### config.mk
export PLATFORM = sky130hd
export DESIGN_NAME = rsa_seq_config
export DESIGN_NICKNAME = d
export VERILOG_FILES = /design/src/include/rsa_pkg.sv /design/src/rtl/rsa_seq_config.sv
export SDC_FILE = /design/constraint.sdc
export NUM_CORES = 1
export LEC_CHECK = 0
export ABC_AREA = 1
export BUFFER_PORTS_ARGS = -buffer_cell sky130_fd_sc_hd__buf_2
export CORE_AREA = 2 2 118 120
export DETAILED_ROUTE_END_ITERATION = 8
export DIE_AREA = 0 0 120 122
export PLACE_DENSITY = 0.76
export SYNTH_ARGS = -nofsm -noshare
export SYNTH_HDL_FRONTEND = slang
export SYNTH_SLANG_ARGS = --single-unit
### constraint.sdc
create_clock -name sys_clk_i -period 9.9 [get_ports sys_clk_i]
set_input_delay 0.99 -clock sys_clk_i [delete_from_list [all_inputs] [get_ports sys_clk_i]]
set_output_delay 0.99 -clock sys_clk_i [all_outputs]
set_load 0.02 [all_outputs]
### src/include/rsa_pkg.sv
// Package for the receive-sequencing and synthesizer-A configuration bank.
// Assumes an 8-bit register port and a 25 MHz crystal-derived system clock.
package rsa_pkg;
   localparam int          ADDR_W          = 8;
   localparam int          DATA_W          = 8;
   // Register offsets
   localparam logic [7:0]  OFS_SEQ_TIMING  = 8'h03;
   localparam logic [7:0]  OFS_WORD_HIGH   = 8'h04;
   localparam logic [7:0]  OFS_WORD_MID    = 8'h05;
   localparam logic [7:0]  OFS_WORD_LOW    = 8'h06;
   localparam logic [7:0]  OFS_CLK_DIV_A   = 8'h07;
   localparam logic [7:0]  OFS_SEQ_CTRL    = 8'h10;
   localparam logic [7:0]  OFS_SEQ_STATUS  = 8'h11;
   // Reset values
   localparam logic [7:0]  RST_SEQ_TIMING  = 8'h8A;
   localparam logic [7:0]  RST_WORD_HIGH   = 8'h83;
   localparam logic [7:0]  RST_WORD_MID    = 8'hB1;
   localparam logic [7:0]  RST_WORD_LOW    = 8'hF9;
   localparam logic [7:0]  RST_CLK_DIV_A   = 8'h50;
   localparam logic [7:0]  RST_SEQ_CTRL    = 8'h00;
   // Field positions
   localparam int          SEQ_TRIG_BIT    = 7;
   localparam int          RXW_HI          = 6;
   localparam int          RXW_LO          = 4;
   localparam int          CSW_HI          = 3;
   localparam int          CSW_LO          = 0;
   localparam int          REFDIV_HI       = 7;
   localparam int          REFDIV_LO       = 5;
   localparam int          MDIV1_HI        = 4;
   localparam int          MDIV1_LO        = 2;
   localparam int          MDIV2_HI        = 1;
   localparam int          MDIV2_LO        = 0;
   localparam int          PDMODE_HI       = 1;
   localparam int          PDMODE_LO       = 0;
   localparam int          SPLIT_BIT       = 2;
   localparam logic [1:0]  PDMODE_AUTO_SEQ = 2'h3;
   localparam logic [2:0]  RXW_NO_WAIT     = 3'h7;
   localparam logic [2:0]  REFDIV_UNSUPP   = 3'h0;
   localparam logic [2:0]  BAUD_PER_MODEM  = 3'h7;
   localparam logic [10:0] HALF_STEP       = 11'h002;
   typedef enum logic [2:0] {
      RSA_IDLE    = 3'b000,
      RSA_LOCK    = 3'b001,
      RSA_RX_WAIT = 3'b010,
      RSA_CS_WAIT = 3'b011,
      RSA_RX_HOLD = 3'b100
   } rsa_state_t;
endpackage : rsa_pkg

### src/rtl/rsa_seq_config.sv
// Configuration bank with power-up sequencer and modem clock dividers for setting A.
// Assumes a host register port on sys_clk_i; pins and radio status arrive asynchronously.
//
// Design decision made here: the address-and-strobe port.
`timescale 1ns/1ps
module rsa_seq_config
   import rsa_pkg::*;
#(
   parameter int ADC_DIV    = 8,   // Crystal cycles per converter clock
   parameter int FILTER_DIV = 16   // Crystal cycles per channel-filter clock
) (
   input  wire logic              sys_clk_i,      // Crystal-rate clock
   input  wire logic              rst_i,          // Async reset, high
   input  wire logic [ADDR_W-1:0] addr_i,         // Register address
   input  wire logic [DATA_W-1:0] wr_data_i,      // Write data
   input  wire logic              wr_i,           // Write strobe
   input  wire logic              rd_i,           // Read strobe
   output logic      [DATA_W-1:0] rd_data_o,      // Read data, cycle after strobe
   input  wire logic              cfg_select_i,   // Select pin level
   input  wire logic              bidir_data_pin_i, // Data pin input level
   input  wire logic              synth_lock_i,   // Synthesizer lock
   input  wire logic              carrier_sense_i, // Carrier sensed
   output logic                   synth_en_o,     // Synthesizer powered
   output logic                   rx_en_o,        // Receiver powered
   output logic                   seq_active_o,   // Sequence in progress
   output logic [22:0]            synth_word_a_o, // Frequency word A
   output logic                   synth_a_dither_enable_o, // Dither for A
   output logic                   ref_tick_o,     // Reference clock pulse
   output logic                   modem_tick_o,   // Modem clock pulse
   output logic                   symbol_tick_o   // Symbol rate pulse
);

   // Wait in converter periods after lock
   function automatic logic [8:0] rx_wait_len(input logic [2:0] code);
      logic [8:0] n;
      n = 9'h020;
      unique case (code)
         3'h0: n = 9'h020;
         3'h1: n = 9'h02C;
         3'h2: n = 9'h040;
         3'h3: n = 9'h058;
         3'h4: n = 9'h080;
         3'h5: n = 9'h0B0;
         3'h6: n = 9'h100;
         3'h7: n = 9'h000;
      endcase
      return n;
   endfunction : rx_wait_len

   // Carrier window in filter periods
   function automatic logic [6:0] cs_wait_len(input logic [3:0] code);
      logic [6:0] n;
      if (code == 4'hF) begin
         n = 7'h48;
      end else if (code > 4'h6) begin
         n = 7'(7'h24 + {1'b0, code - 4'h7, 2'b00});
      end else begin
         n = 7'(7'h14 + {2'b00, code, 1'b0});
      end
      return n;
   endfunction : cs_wait_len

   // First modem divider in half units
   function automatic logic [7:0] mdiv1_half(input logic [2:0] code);
      logic [7:0] h;
      h = 8'h05;
      unique case (code)
         3'h0: h = 8'h05;
         3'h1: h = 8'h06;
         3'h2: h = 8'h08;
         3'h3: h = 8'h0F;
         3'h4: h = 8'h19;
         3'h5: h = 8'h50;
         3'h6: h = 8'h60;
         3'h7: h = 8'h80;
      endcase
      return h;
   endfunction : mdiv1_half

   // Register file
   logic [7:0] seq_timing_q;
   logic [7:0] word_high_q;
   logic [7:0] word_mid_q;
   logic [7:0] word_low_q;
   logic [7:0] clk_div_a_q;
   logic [7:0] seq_ctrl_q;

   always_ff @(posedge sys_clk_i or posedge rst_i) begin
      if (rst_i) begin
         seq_timing_q <= RST_SEQ_TIMING;
         word_high_q  <= RST_WORD_HIGH;
         word_mid_q   <= RST_WORD_MID;
         word_low_q   <= RST_WORD_LOW;
         clk_div_a_q  <= RST_CLK_DIV_A;
         seq_ctrl_q   <= RST_SEQ_CTRL;
      end else if (wr_i) begin
         unique case (addr_i)
            OFS_SEQ_TIMING: seq_timing_q <= wr_data_i;
            OFS_WORD_HIGH:  word_high_q  <= wr_data_i;
            OFS_WORD_MID:   word_mid_q   <= wr_data_i;
            OFS_WORD_LOW:   word_low_q   <= wr_data_i;
            OFS_CLK_DIV_A:  clk_div_a_q  <= wr_data_i;
            OFS_SEQ_CTRL:   seq_ctrl_q   <= wr_data_i;
            default: ;
         endcase
      end
   end

   rsa_state_t state_q;

   // Read port; data shows only in the cycle after the strobe
   // Status is read-only: a write to its offset falls into the default branch
   always_ff @(posedge sys_clk_i or posedge rst_i) begin
      if (rst_i) begin
         rd_data_o <= '0;
      end else if (rd_i) begin
         unique case (addr_i)
            OFS_SEQ_TIMING: rd_data_o <= seq_timing_q;
            OFS_WORD_HIGH:  rd_data_o <= word_high_q;
            OFS_WORD_MID:   rd_data_o <= word_mid_q;
            OFS_WORD_LOW:   rd_data_o <= word_low_q;
            OFS_CLK_DIV_A:  rd_data_o <= clk_div_a_q;
            OFS_SEQ_CTRL:   rd_data_o <= seq_ctrl_q;
            OFS_SEQ_STATUS: rd_data_o <= {5'h00, state_q};
            default:        rd_data_o <= '0;
         endcase
      end else begin
         rd_data_o <= '0;
      end
   end

   // Word A and dither drive the synthesizer straight from flops
   always_ff @(posedge sys_clk_i or posedge rst_i) begin
      if (rst_i) begin
         synth_word_a_o          <= {RST_WORD_HIGH, RST_WORD_MID, RST_WORD_LOW[7:1]};
         synth_a_dither_enable_o <= RST_WORD_LOW[0];
      end else begin
         synth_word_a_o          <= {word_high_q, word_mid_q, word_low_q[7:1]};
         synth_a_dither_enable_o <= word_low_q[0];
      end
   end

   // Two-flop synchronisers, with a third stage for edge detection on the two pins only
   // Edge stages reset high, the idle pin level, so leaving reset shows no false fall
   logic [2:0] sel_sync_q;
   logic [2:0] dio_sync_q;
   logic [1:0] lock_sync_q;
   logic [1:0] cs_sync_q;

   always_ff @(posedge sys_clk_i or posedge rst_i) begin
      if (rst_i) begin
         sel_sync_q  <= 3'h7;
         dio_sync_q  <= 3'h7;
         lock_sync_q <= 2'h0;
         cs_sync_q   <= 2'h0;
      end else begin
         sel_sync_q  <= {sel_sync_q[1:0], cfg_select_i};
         dio_sync_q  <= {dio_sync_q[1:0], bidir_data_pin_i};
         lock_sync_q <= {lock_sync_q[0], synth_lock_i};
         cs_sync_q   <= {cs_sync_q[0], carrier_sense_i};
      end
   end

   logic sel_fall;
   logic dio_fall;
   logic trig;
   logic seq_trigger_on_select;
   logic split_data_output;
   logic [1:0] powerdown_mode_field;

   assign seq_trigger_on_select = seq_timing_q[SEQ_TRIG_BIT];
   assign split_data_output     = seq_ctrl_q[SPLIT_BIT];
   assign powerdown_mode_field  = seq_ctrl_q[PDMODE_HI:PDMODE_LO];
   assign sel_fall = sel_sync_q[2] & ~sel_sync_q[1];
   assign dio_fall = dio_sync_q[2] & ~dio_sync_q[1];

   // Select pin only counts with the trigger bit set; data pin only without it
   assign trig = (seq_trigger_on_select & sel_fall)
               | (~seq_trigger_on_select & split_data_output
                  & (powerdown_mode_field == PDMODE_AUTO_SEQ)
                  & dio_fall);

   // Converter and filter clock enables from the crystal
   logic [7:0] adc_cnt_q;
   logic [7:0] flt_cnt_q;
   logic       adc_tick_q;
   logic       flt_tick_q;

   always_ff @(posedge sys_clk_i or posedge rst_i) begin
      if (rst_i) begin
         adc_cnt_q  <= '0;
         adc_tick_q <= 1'b0;
      end else if (adc_cnt_q == 8'(ADC_DIV - 1)) begin
         adc_cnt_q  <= '0;
         adc_tick_q <= 1'b1;
      end else begin
         adc_cnt_q  <= adc_cnt_q + 8'h01;
         adc_tick_q <= 1'b0;
      end
   end

   always_ff @(posedge sys_clk_i or posedge rst_i) begin
      if (rst_i) begin
         flt_cnt_q  <= '0;
         flt_tick_q <= 1'b0;
      end else if (flt_cnt_q == 8'(FILTER_DIV - 1)) begin
         flt_cnt_q  <= '0;
         flt_tick_q <= 1'b1;
      end else begin
         flt_cnt_q  <= flt_cnt_q + 8'h01;
         flt_tick_q <= 1'b0;
      end
   end

   // Power-up sequencer
   // Triggers are only taken in idle; edges during a sequence are dropped on purpose
   logic [8:0] wait_q;
   logic [2:0] rx_wait_code;
   logic [3:0] cs_wait_code;

   assign rx_wait_code = seq_timing_q[RXW_HI:RXW_LO];
   assign cs_wait_code = seq_timing_q[CSW_HI:CSW_LO];

   always_ff @(posedge sys_clk_i or posedge rst_i) begin
      if (rst_i) begin
         state_q <= RSA_IDLE;
         wait_q  <= '0;
      end else begin
         unique case (state_q)
            RSA_IDLE: begin
               if (trig) begin
                  state_q <= RSA_LOCK;
               end
            end
            RSA_LOCK: begin
               if (lock_sync_q[1]) begin
                  if (rx_wait_code == RXW_NO_WAIT) begin
                     state_q <= RSA_CS_WAIT;
                     wait_q  <= {2'b00, cs_wait_len(cs_wait_code)};
                  end else begin
                     state_q <= RSA_RX_WAIT;
                     wait_q  <= rx_wait_len(rx_wait_code);
                  end
               end
            end
            RSA_RX_WAIT: begin
               if (adc_tick_q) begin
                  if (wait_q == 9'h001) begin
                     state_q <= RSA_CS_WAIT;
                     wait_q  <= {2'b00, cs_wait_len(cs_wait_code)};
                  end else begin
                     wait_q <= wait_q - 9'h001;
                  end
               end
            end
            RSA_CS_WAIT: begin
               if (flt_tick_q) begin
                  if (wait_q == 9'h001) begin
                     // A sensed carrier keeps the receiver up
                     state_q <= cs_sync_q[1] ? RSA_RX_HOLD : RSA_IDLE;
                  end else begin
                     wait_q <= wait_q - 9'h001;
                  end
               end
            end
            RSA_RX_HOLD: begin
               if (!cs_sync_q[1]) begin
                  state_q <= RSA_IDLE;
               end
            end
            default: state_q <= RSA_IDLE;
         endcase
      end
   end

   always_ff @(posedge sys_clk_i or posedge rst_i) begin
      if (rst_i) begin
         synth_en_o   <= 1'b0;
         rx_en_o      <= 1'b0;
         seq_active_o <= 1'b0;
      end else begin
         synth_en_o   <= (state_q != RSA_IDLE);
         rx_en_o      <= (state_q == RSA_CS_WAIT) | (state_q == RSA_RX_HOLD);
         seq_active_o <= (state_q != RSA_IDLE);
      end
   end

   // Reference divider: crystal over code plus one
   logic [2:0] ref_div_code;
   logic [2:0] ref_cnt_q;

   assign ref_div_code = clk_div_a_q[REFDIV_HI:REFDIV_LO];

   // Unsupported code 0 gives a reference tick every crystal cycle rather than stalling the modem clock
   always_ff @(posedge sys_clk_i or posedge rst_i) begin
      if (rst_i) begin
         ref_cnt_q  <= '0;
         ref_tick_o <= 1'b0;
      end else if (ref_cnt_q >= ref_div_code || ref_div_code == REFDIV_UNSUPP) begin
         ref_cnt_q  <= '0;
         ref_tick_o <= 1'b1;
      end else begin
         ref_cnt_q  <= ref_cnt_q + 3'h1;
         ref_tick_o <= 1'b0;
      end
   end

   // Modem divider: phase accumulator in half units gives 2.5-type ratios
   // A ratio change keeps the accumulator, so the first modem periods may run short
   logic [10:0] half_total;
   logic [10:0] acc_q;
   logic [1:0]  mdiv2_code;
   logic [10:0] acc_next;

   assign mdiv2_code = clk_div_a_q[MDIV2_HI:MDIV2_LO];
   assign half_total = 11'({3'h0, mdiv1_half(clk_div_a_q[MDIV1_HI:MDIV1_LO])}
                           << mdiv2_code);
   assign acc_next   = acc_q + HALF_STEP;

   always_ff @(posedge sys_clk_i or posedge rst_i) begin
      if (rst_i) begin
         acc_q        <= '0;
         modem_tick_o <= 1'b0;
      end else if (ref_tick_o) begin
         if (acc_next >= half_total) begin
            acc_q        <= acc_next - half_total;
            modem_tick_o <= 1'b1;
         end else begin
            acc_q        <= acc_next;
            modem_tick_o <= 1'b0;
         end
      end else begin
         modem_tick_o <= 1'b0;
      end
   end

   // Symbol rate: one pulse per eight modem pulses
   logic [2:0] sym_cnt_q;

   always_ff @(posedge sys_clk_i or posedge rst_i) begin
      if (rst_i) begin
         sym_cnt_q     <= '0;
         symbol_tick_o <= 1'b0;
      end else if (modem_tick_o) begin
         sym_cnt_q     <= sym_cnt_q + 3'h1;
         symbol_tick_o <= (sym_cnt_q == BAUD_PER_MODEM);
      end else begin
         symbol_tick_o <= 1'b0;
      end
   end

endmodule : rsa_seq_config

==> results of run 1 <==
-- area by class of cell --
class	instances	area [um2]
clock inverters	12	185
fillers	1120	4690
clock buffers	20	447
multi-input cells	661	3550
well taps	180	225
repair buffers	62	313
flip-flops and latches	142	3600
inverters	130	497
-- cell families (layout without fill, tap and decap cells) --
family | Yosys count | count (layout) | share of synthesized area
AO/OA/AOI/OAI | 113 | 113 | 0.0948
XOR/XNOR | 21 | 21 | 0.0237
adder cells (fa/ha/maj) | 31 | 31 | 0.0510
buffers and inverters | 144 | 224 | 0.0777
flip-flops | 142 | 142 | 0.465
multiplexers | 4 | 4 | 0.00549
AND/OR/NAND/NOR | 492 | 492 | 0.283
-- metrics by stage --
step / total power [mW] / instance area [um2]
after floorplan: 1.31 / 7750
after global placement: 1.46 / 8180
after detailed placement: 1.47 / 8180
after CTS: 2.16 / 8810
after global routing: 2.31 / 8810
final: 2.15 / 8810
-- sequential cells by signal (all words and copies together), names as in the netlist, 2 cells and up --
signal	cells
sel_sync_q	3
lock_sync_q	2
sym_cnt_q	3
synth_word_a_o	23
flt_cnt_q	8
acc_q	11
state_q	3
dio_sync_q	3
word_low_q	8
adc_cnt_q	8
clk_div_a_q	8
seq_timing_q	8
word_mid_q	8
cs_sync_q	2
wait_q	9
seq_ctrl_q	8
ref_cnt_q	3
word_high_q	8
rd_data_o	8
-- metal layers --
layer	share of wire	global-route usage	vias up
met5	0	0	-
met4	0.022	0.0956	0
met3	0.052	0.0496	27
met2	0.46	0.387	187
met1	0.46	0.343	2866
li1	-	-	3147
-- Yosys cell counts (all sizes together) --
library cell and instances:
nand3b 2, a31oi 3, a21boi 2, buf 9, xor2 15, mux2i 2
nand4 15, nor2 113, xnor2 6, ha 30, a22oi 2, nor3b 1
clkbuf 5, clkinv 3, dfstp 37, nor4 2, inv 127, o211ai 4
nand3 75, mux2 2, fa 1, o21bai 2, o21ai 81, dfrtp 105
a21oi 16, or2 4, o31ai 2, nand2 272, a31o 1, nor3 8
-- worst register-to-register path, delay by kind of cell (launching register included) --
family                     cells  cell delay (ps)
and+or+nand+nor                9             1230
DFF                            1              470
AOI/OAI and AO/OA              3              420
adders and majority gates      2              490
buffers and inverters          3              420
-- power by group through the flow --
stage                     Clock [mW]  Sequential [mW]  Combinational [mW]
after floorplan                    0            0.730               0.583
after global placement             0            0.734               0.725
after detailed placement           0            0.736               0.733
after CTS                      0.693            0.727               0.742
after global routing           0.721            0.738               0.854
final                          0.682            0.727               0.745
-- worst paths after layout --
check                                              end  cells after the start                  startpoint  slack (ps)
worst max-delay path              acc_q[7]$_DFFE_PP0P_                     17  clk_div_a_q[3]$_DFFE_PP0P_        6770
worst min-delay path            cs_sync_q[1]$_DFF_PP0_                      0      cs_sync_q[0]$_DFF_PP0_         350
worst max register to register    acc_q[7]$_DFFE_PP0P_                     17  clk_div_a_q[3]$_DFFE_PP0P_        6770
worst min register to register  cs_sync_q[1]$_DFF_PP0_                      0      cs_sync_q[0]$_DFF_PP0_         350
max in group asynchronous         acc_q[7]$_DFFE_PP0P_                      3                       rst_i        7890
min in group asynchronous       adc_cnt_q[7]$_DFF_PP0_                      2                       rst_i         600
-- layout by cell type (no fill, tap or decap), types with 3 or more instances in the layout --
master / instances
a21oi_1: 16
a31oi_1: 3
buf_2: 61
bufinv_16: 4
clkbuf_16: 17
clkinv_4: 3
dfrtp_1: 105
dfstp_2: 37
ha_1: 30
inv_1: 119
inv_2: 6
inv_6: 4
nand2_1: 253
nand2_2: 16
nand2_4: 3
nand3_1: 72
nand3_2: 3
nand4_1: 14
nor2_1: 102
nor2_2: 4
nor2_4: 6
nor3_1: 7
o211ai_1: 4
o21ai_0: 36
o21ai_1: 10
o21ai_2: 35
or2_2: 3
xnor2_1: 6
xor2_1: 15
==> key figures, run 1 <==
Timing
  – Relative slew slack: 0.326
  – Min setup slack post-route: 6770 ps
  – RSZ-0062 raised after global routing: false
  – Final hold vios: 0
  – Fin crit period: 3130 ps
  – Worst Tran Pin Value: 1010 ps
  – Fmax achieved: 319 MHz
  – Max-slew violations: 0
  – Final Skew: 6.90 ps
  – Setup TNS Final: 0 ps
  – Final Cycle Share: 0.316
  – Final hold slack: 352 ps
  – Setup violators final: 0

Clock tree
  – Reg clk slew, reported paths: 60 ps
  – # Post-CTS Setup Buffers: 0
  – Post-CTS sizing: 0
  – Clock Latency Late Sink: 430 ps
  – Clk sink count: 142
  – Root buffer cell: clkbuf_16
  – TritonCTS clock tree: done
  – H-Tree Depth: 4
  – CTS Buf Count: 17
  – Hold buffers post-CTS: 0
  – Bufs on Longest Clock Path: 2

Worst setup path
  – CP delay by family, top: simple AND/OR/NAND/NOR gates
  – Worst path max stage delay: 470 ps
  – Critical path startpoint category: flop
  – Worst Path Arrival: 3440 ps
  – Crit-path max FO: 15
  – CP endpoint kind: flop
  – WP data required: 10210 ps
  – Slowest CP cell: dfrtp_1
  – CP Class: reg2reg
  – CP most frequent cell: nand2_1
  – Crit path cell chain: inv_1, ha_1, or2_2, o21ai_0, o21ai_0, o21ai_0, ha_1, nand2_1, inv_1, nand2_1, nand2_1, nand2_1, nand4_2, inv_1, nand2_1, nand3_1, nand2_1
  – Critical path buffers and inverters: 3

Finish
  – Share of cells above drive strength 1: 0.210
  – Non-Filler Instances: 1207
  – Antenna Cells: 0
  – Synth-to-Final Area Change: 13.7%
  – Final #Nets: 1069
  – Fin util: 0.653

Detailed routing
  – Vias per std cell: 5.16
  – # DRC: 0
  – Drt pass-1 iters: 5
  – Post-route antenna net violation count: 0
  – Initial DRC count: 459
  – Post-Route WL: 17.1 mm
  – Routed len/inst: 14.2 um
  – Vias after detailed routing: 6227

Synth
  – Yosys top cell area share: 0.339
  – Syn nets: 1002
  – Area contributors post-synth: dfrtp_1 (34%), dfstp_2 (13%), nand2_1 (12%)
  – Synth Register Bits: 142
  – Largest area contributor in the netlist: dfrtp_1
  – Yosys cell types: 47
  – Syn Area/Cell: 8.18 um2
  – Register area share after synthesis: 0.465
  – Mapped Area: 7750 um2
  – Post-Syn Instances: 947
  – YS warnings: 0

Placed design
  – PortBufs: 61
  – Pre-CTS WS: 6780 ps
  – Cells after DPL: 1175
  – Final GP Congestion: 0.921
  – Detailed placement HPWL: 12.4 mm

Power and ir drop
  – Worst vdd ir: 0.117 mV
  – Leak: 4.45 nW
  – Int Power: 1.36 mW
  – Share of power burned in registers: 0.338
  – Clock power share: 0.316
  – Switching component of the power: 0.789 mW
  – Switch share: 0.366
  – Power Density: 244 nW/um2
  – Combinational power share: 0.346

GRT
  – GRT Util Overall: 0.248
  – Total grt overflow: 0
  – Largest net degree at the start of global routing: 84
  – Number of global-route vias before repair: 5757
  – Initial antenna violation count: 0
  – First-pass GRT wire length: 28.4 mm

Floorplanning
  – Row cnt: 43
  – Area of the core: 13500 um2
  – Full die area: 14600 um2
  – Chip width: 120 um
  – # IOs: 62
  – Die H: 122 um
  – Initial Utilization: 0.574

Status
  – Status: complete, no violations

Job
  – Max cap viols: 0

Min path
  – Worst Hold Class: reg2reg
Note: power is estimated with default switching activity, not from simulation.
==> run 2, diff against run 1 <==
--- a/config.mk
+++ b/config.mk
@@ -5,12 +5,12 @@
 export SDC_FILE = /design/constraint.sdc
 export NUM_CORES = 1
 export LEC_CHECK = 0
-export ABC_AREA = 1
+export ABC_AREA = 0
 export BUFFER_PORTS_ARGS = -buffer_cell sky130_fd_sc_hd__buf_2
-export CORE_AREA = 2 2 118 120
+export CORE_AREA = 2 2 119 121
 export DETAILED_ROUTE_END_ITERATION = 8
-export DIE_AREA = 0 0 120 122
-export PLACE_DENSITY = 0.76
+export DIE_AREA = 0 0 121 123
+export PLACE_DENSITY = 0.73
 export SYNTH_ARGS = -nofsm -noshare
 export SYNTH_HDL_FRONTEND = slang
 export SYNTH_SLANG_ARGS = --single-unit
==> constraint.sdc (replaced) <==
create_clock -name sys_clk_i -period 2.6 [get_ports sys_clk_i]
set_input_delay 0.26 -clock sys_clk_i [delete_from_list [all_inputs] [get_ports sys_clk_i]]
set_output_delay 0.26 -clock sys_clk_i [all_outputs]
set_load 0.02 [all_outputs]
==> key figures, run 2 <==
Status
  – Status: finished with violations
  – Failing checks: negative setup slack

Min path
  – Hold Path Depth: 2
  – Hold_sp: wr_data_i[4]
  – Worst Hold Class: in2reg
  – Hold endpoint: word_high_q[4]$_DFFE_PP0P_

Synth
  – Post-synth top cells: dfrtp_1 (105), mux2_2 (44), nor2_1 (42)
  – Syn nets: 711
  – Area contributors post-synth: dfrtp_1 (36%), dfstp_2 (13%), mux2_2 (6.9%)
  – Post-synthesis mux area share: 0.116
  – Mapped Area: 7210 um2
  – Post-synthesis adder-cell area fraction: 0.0548
  – Top_reg_cell synth: dfrtp_1
  – YS warnings: 0
  – Yosys cell types: 68
  – Post-Syn Instances: 656
  – Synth Register Bits: 142
  – Xor/xnor cell area share of the yosys netlist: 0.0364
  – Main combinational cell family by area after synthesis: simple AND/OR/NAND/NOR gates
  – Complex-gate fraction of the synthesized area: 0.128
  – Post-synth EDFFs: 0
  – Async SR Flop Fraction: 1.00
  – Top-count cell post-synth: dfrtp_1
  – Syn Area/Cell: 11.0 um2
  – Register area share after synthesis: 0.499
  – Largest area contributor in the netlist: dfrtp_1
  – Yosys top cell area share: 0.364
  – Simple logic cell fraction of the synthesized area: 0.136

Finish
  – Fillers: 971
  – Most common cell after layout, fill and taps aside: dfrtp_1
  – Biggest regs: synth_word_a_o x23, acc_q x11, wait_q x9
  – FF+latch area: 3600 um2
  – Biggest register: synth_word_a_o
  – Max reg flops: 23
  – Final #Nets: 842
  – Most frequent cells in the layout: dfrtp_1 (103), buf_4 (64), buf_2 (61)
  – Antenna Cells: 0
  – Share of cells above drive strength 1: 0.396
  – Fin util: 0.672
  – Synth-to-Final Area Change: 26.8%
  – Multi-input logic area: 3650 um2

Floorplanning
  – Area of the core: 13600 um2
  – Chip width: 121 um
  – Die H: 123 um
  – Row cnt: 43
  – Full die area: 14900 um2
  – # IOs: 62
  – Initial Utilization: 0.530

Placed design
  – Pre-CTS WS: -271 ps
  – Final GP Congestion: 0.893
  – PortBufs: 61
  – Detailed placement HPWL: 11.8 mm

Timing
  – Fin crit period: 2920 ps
  – Final Cycle Share: 1.12
  – Worst Tran Pin Value: 749 ps
  – Setup violators final: 12
  – Relative slew slack: 0.498
  – Final hold vios: 0
  – Setup TNS Final: -3260 ps
  – Max-slew violations: 0
  – Final Skew: 7.71 ps
  – RSZ-0062 raised after global routing: true
  – Final hold slack: 159 ps
  – Min setup slack post-route: -317 ps
  – Fmax achieved: 343 MHz

Clock tree
  – H-Tree Depth: 4
  – Reg clk slew, reported paths: 60 ps
  – Clock Latency Late Sink: 420 ps
  – TritonCTS clock tree: done
  – Bufs on Longest Clock Path: 2
  – CTS Buf Count: 17
  – Root buffer cell: clkbuf_16
  – Clk sink count: 142

GRT
  – Largest net degree at the start of global routing: 46
  – Number of global-route vias before repair: 5798
  – Total grt overflow: 0
  – Initial antenna violation count: 0
  – First-pass GRT wire length: 28.1 mm
  – GRT Util Overall: 0.244

Worst setup path
  – Reg2Reg Launch Point: clk_div_a_q[3]$_DFFE_PP0P_
  – Worst R2R Path Depth: 15
  – CP endpoint kind: flop
  – Crit-path max FO: 8
  – Worst Path Arrival: 3220 ps
  – RR Endpoint: acc_q[8]$_DFFE_PP0P_
  – Critical path startpoint category: flop
  – CP Class: reg2reg
  – Reg-to-reg setup timing slack: -320 ps
  – WP data required: 2900 ps

Power and ir drop
  – Leak: 4.14 nW
  – Combinational power share: 0.415
  – Share of power burned in registers: 0.315
  – Switching component of the power: 3.03 mW
  – Power Density: 973 nW/um2
  – Total power: 8.90 mW
  – Int Power: 5.87 mW
  – Worst vdd ir: 0.496 mV
  – Clock power share: 0.270
  – Switch share: 0.341

Detailed routing
  – Initial DRC count: 376
  – Drt pass-1 iters: 7
  – Vias after detailed routing: 5693
  – Routed len/inst: 17.7 um
  – Post-Route WL: 17.4 mm
  – Post-route antenna net violation count: 0
  – # DRC: 0
  – Vias per std cell: 5.81

Job
  – Max cap viols: 0
[run 2: cell types whose count changed in the layout (fill, tap and decap cells not counted), sizes merged, moves of 8 or more]
cell and delta:
a21oi +22, buf +70, inv -100, mux2 +50
mux2i +9, nand2 -228, nand2b +8, nand3 -48
nand4 -11, nor2 -70, nor3 +8, o21ai -48
xnor2 +14
[run 2: cell families after synthesis]
| group | Yosys count |
|---|---|
| AO/OA/AOI/OAI | 143 |
| flip-flops | 142 |
| adder cells (fa/ha/maj) | 31 |
| buffers and inverters | 56 |
| AND/OR/NAND/NOR | 186 |
| multiplexers | 68 |
| XOR/XNOR | 30 |
[run 2: how the worst max path moves through the flow]
stage / startpoint / to / slack, ps / depth (start not counted)
global route: clk_div_a_q[3]$_DFFE_PP0P_ / acc_q[10]$_DFFE_PP0P_ / -470 / 13
CTS: clk_div_a_q[3]$_DFFE_PP0P_ / acc_q[10]$_DFFE_PP0P_ / -240 / 13
global placement: clk_div_a_q[3]$_DFFE_PP0P_ / acc_q[10]$_DFFE_PP0P_ / -170 / 13
floorplan: clk_div_a_q[2]$_DFFE_PP0P_ / acc_q[3]$_DFFE_PP0P_ / -110 / 14
finish: clk_div_a_q[3]$_DFFE_PP0P_ / acc_q[8]$_DFFE_PP0P_ / -320 / 15
detailed placement: clk_div_a_q[3]$_DFFE_PP0P_ / acc_q[2]$_DFFE_PP0P_ / -270 / 15
[run 2: layer usage]
metal  GRT usage  up-vias  wire length (um)  share of wire
met3      0.0489       37               868          0.050
li1            -     2659                 -              -
met4       0.120        0               521          0.030
met5           0        -                 0              0
met1       0.309     2806              7390           0.43
met2       0.401      191              8570           0.49
[run 2: timing repair]
| item | CTS | global route |
|---|---|---|
| setup endpoints to repair | 12 | 12 |
| resized for setup | 12 | 33 |
| hold buffers | 5 | 0 |
| hold endpoints to repair | 8 | 0 |
| pin swaps | 9 | 19 |
| gates cloned | 0 | 1 |
| buffers inserted | 8 | 4 |
[run 2: worst max-delay path: stages, from the launching register on]
cell,delay [ps]
dfrtp_2,410
buf_4,130
buf_6,80
buf_4,110
ha_4,120
buf_4,100
a21oi_1,60
or3_4,380
ha_4,300
nand4_1,90
nor4_1,290
nor3_2,100
o21ai_4,110
clkbuf_16,190
nor4bb_1,50
a211o_1,260
[run 2: stage by stage]
step	cell area (um2)	std cells
floorplan	7320	656
global placement	8200	930
detailed placement	8200	930
CTS	8960	975
global route	9150	980
finish	9150	980
[run 2: power by group through the flow]
stage	Clock (mW)	Sequential, mW	Combinational (mW)
detailed placement	0	2.83	3.18
global route	2.55	2.84	4.06
floorplan	0	2.81	2.12
finish	2.40	2.80	3.69
CTS	2.44	2.80	3.34
global placement	0	2.82	3.05
[run 2: area by class of cell]
class	count	share of cell area
Timing Repair Buffer	138	0.106
Tap cell	180	0.0246
Sequential cell	142	0.394
Multi-Input combinational cell	458	0.399
Inverter	30	0.0130
Clock buffer	23	0.0523
Clock inverter	9	0.0119
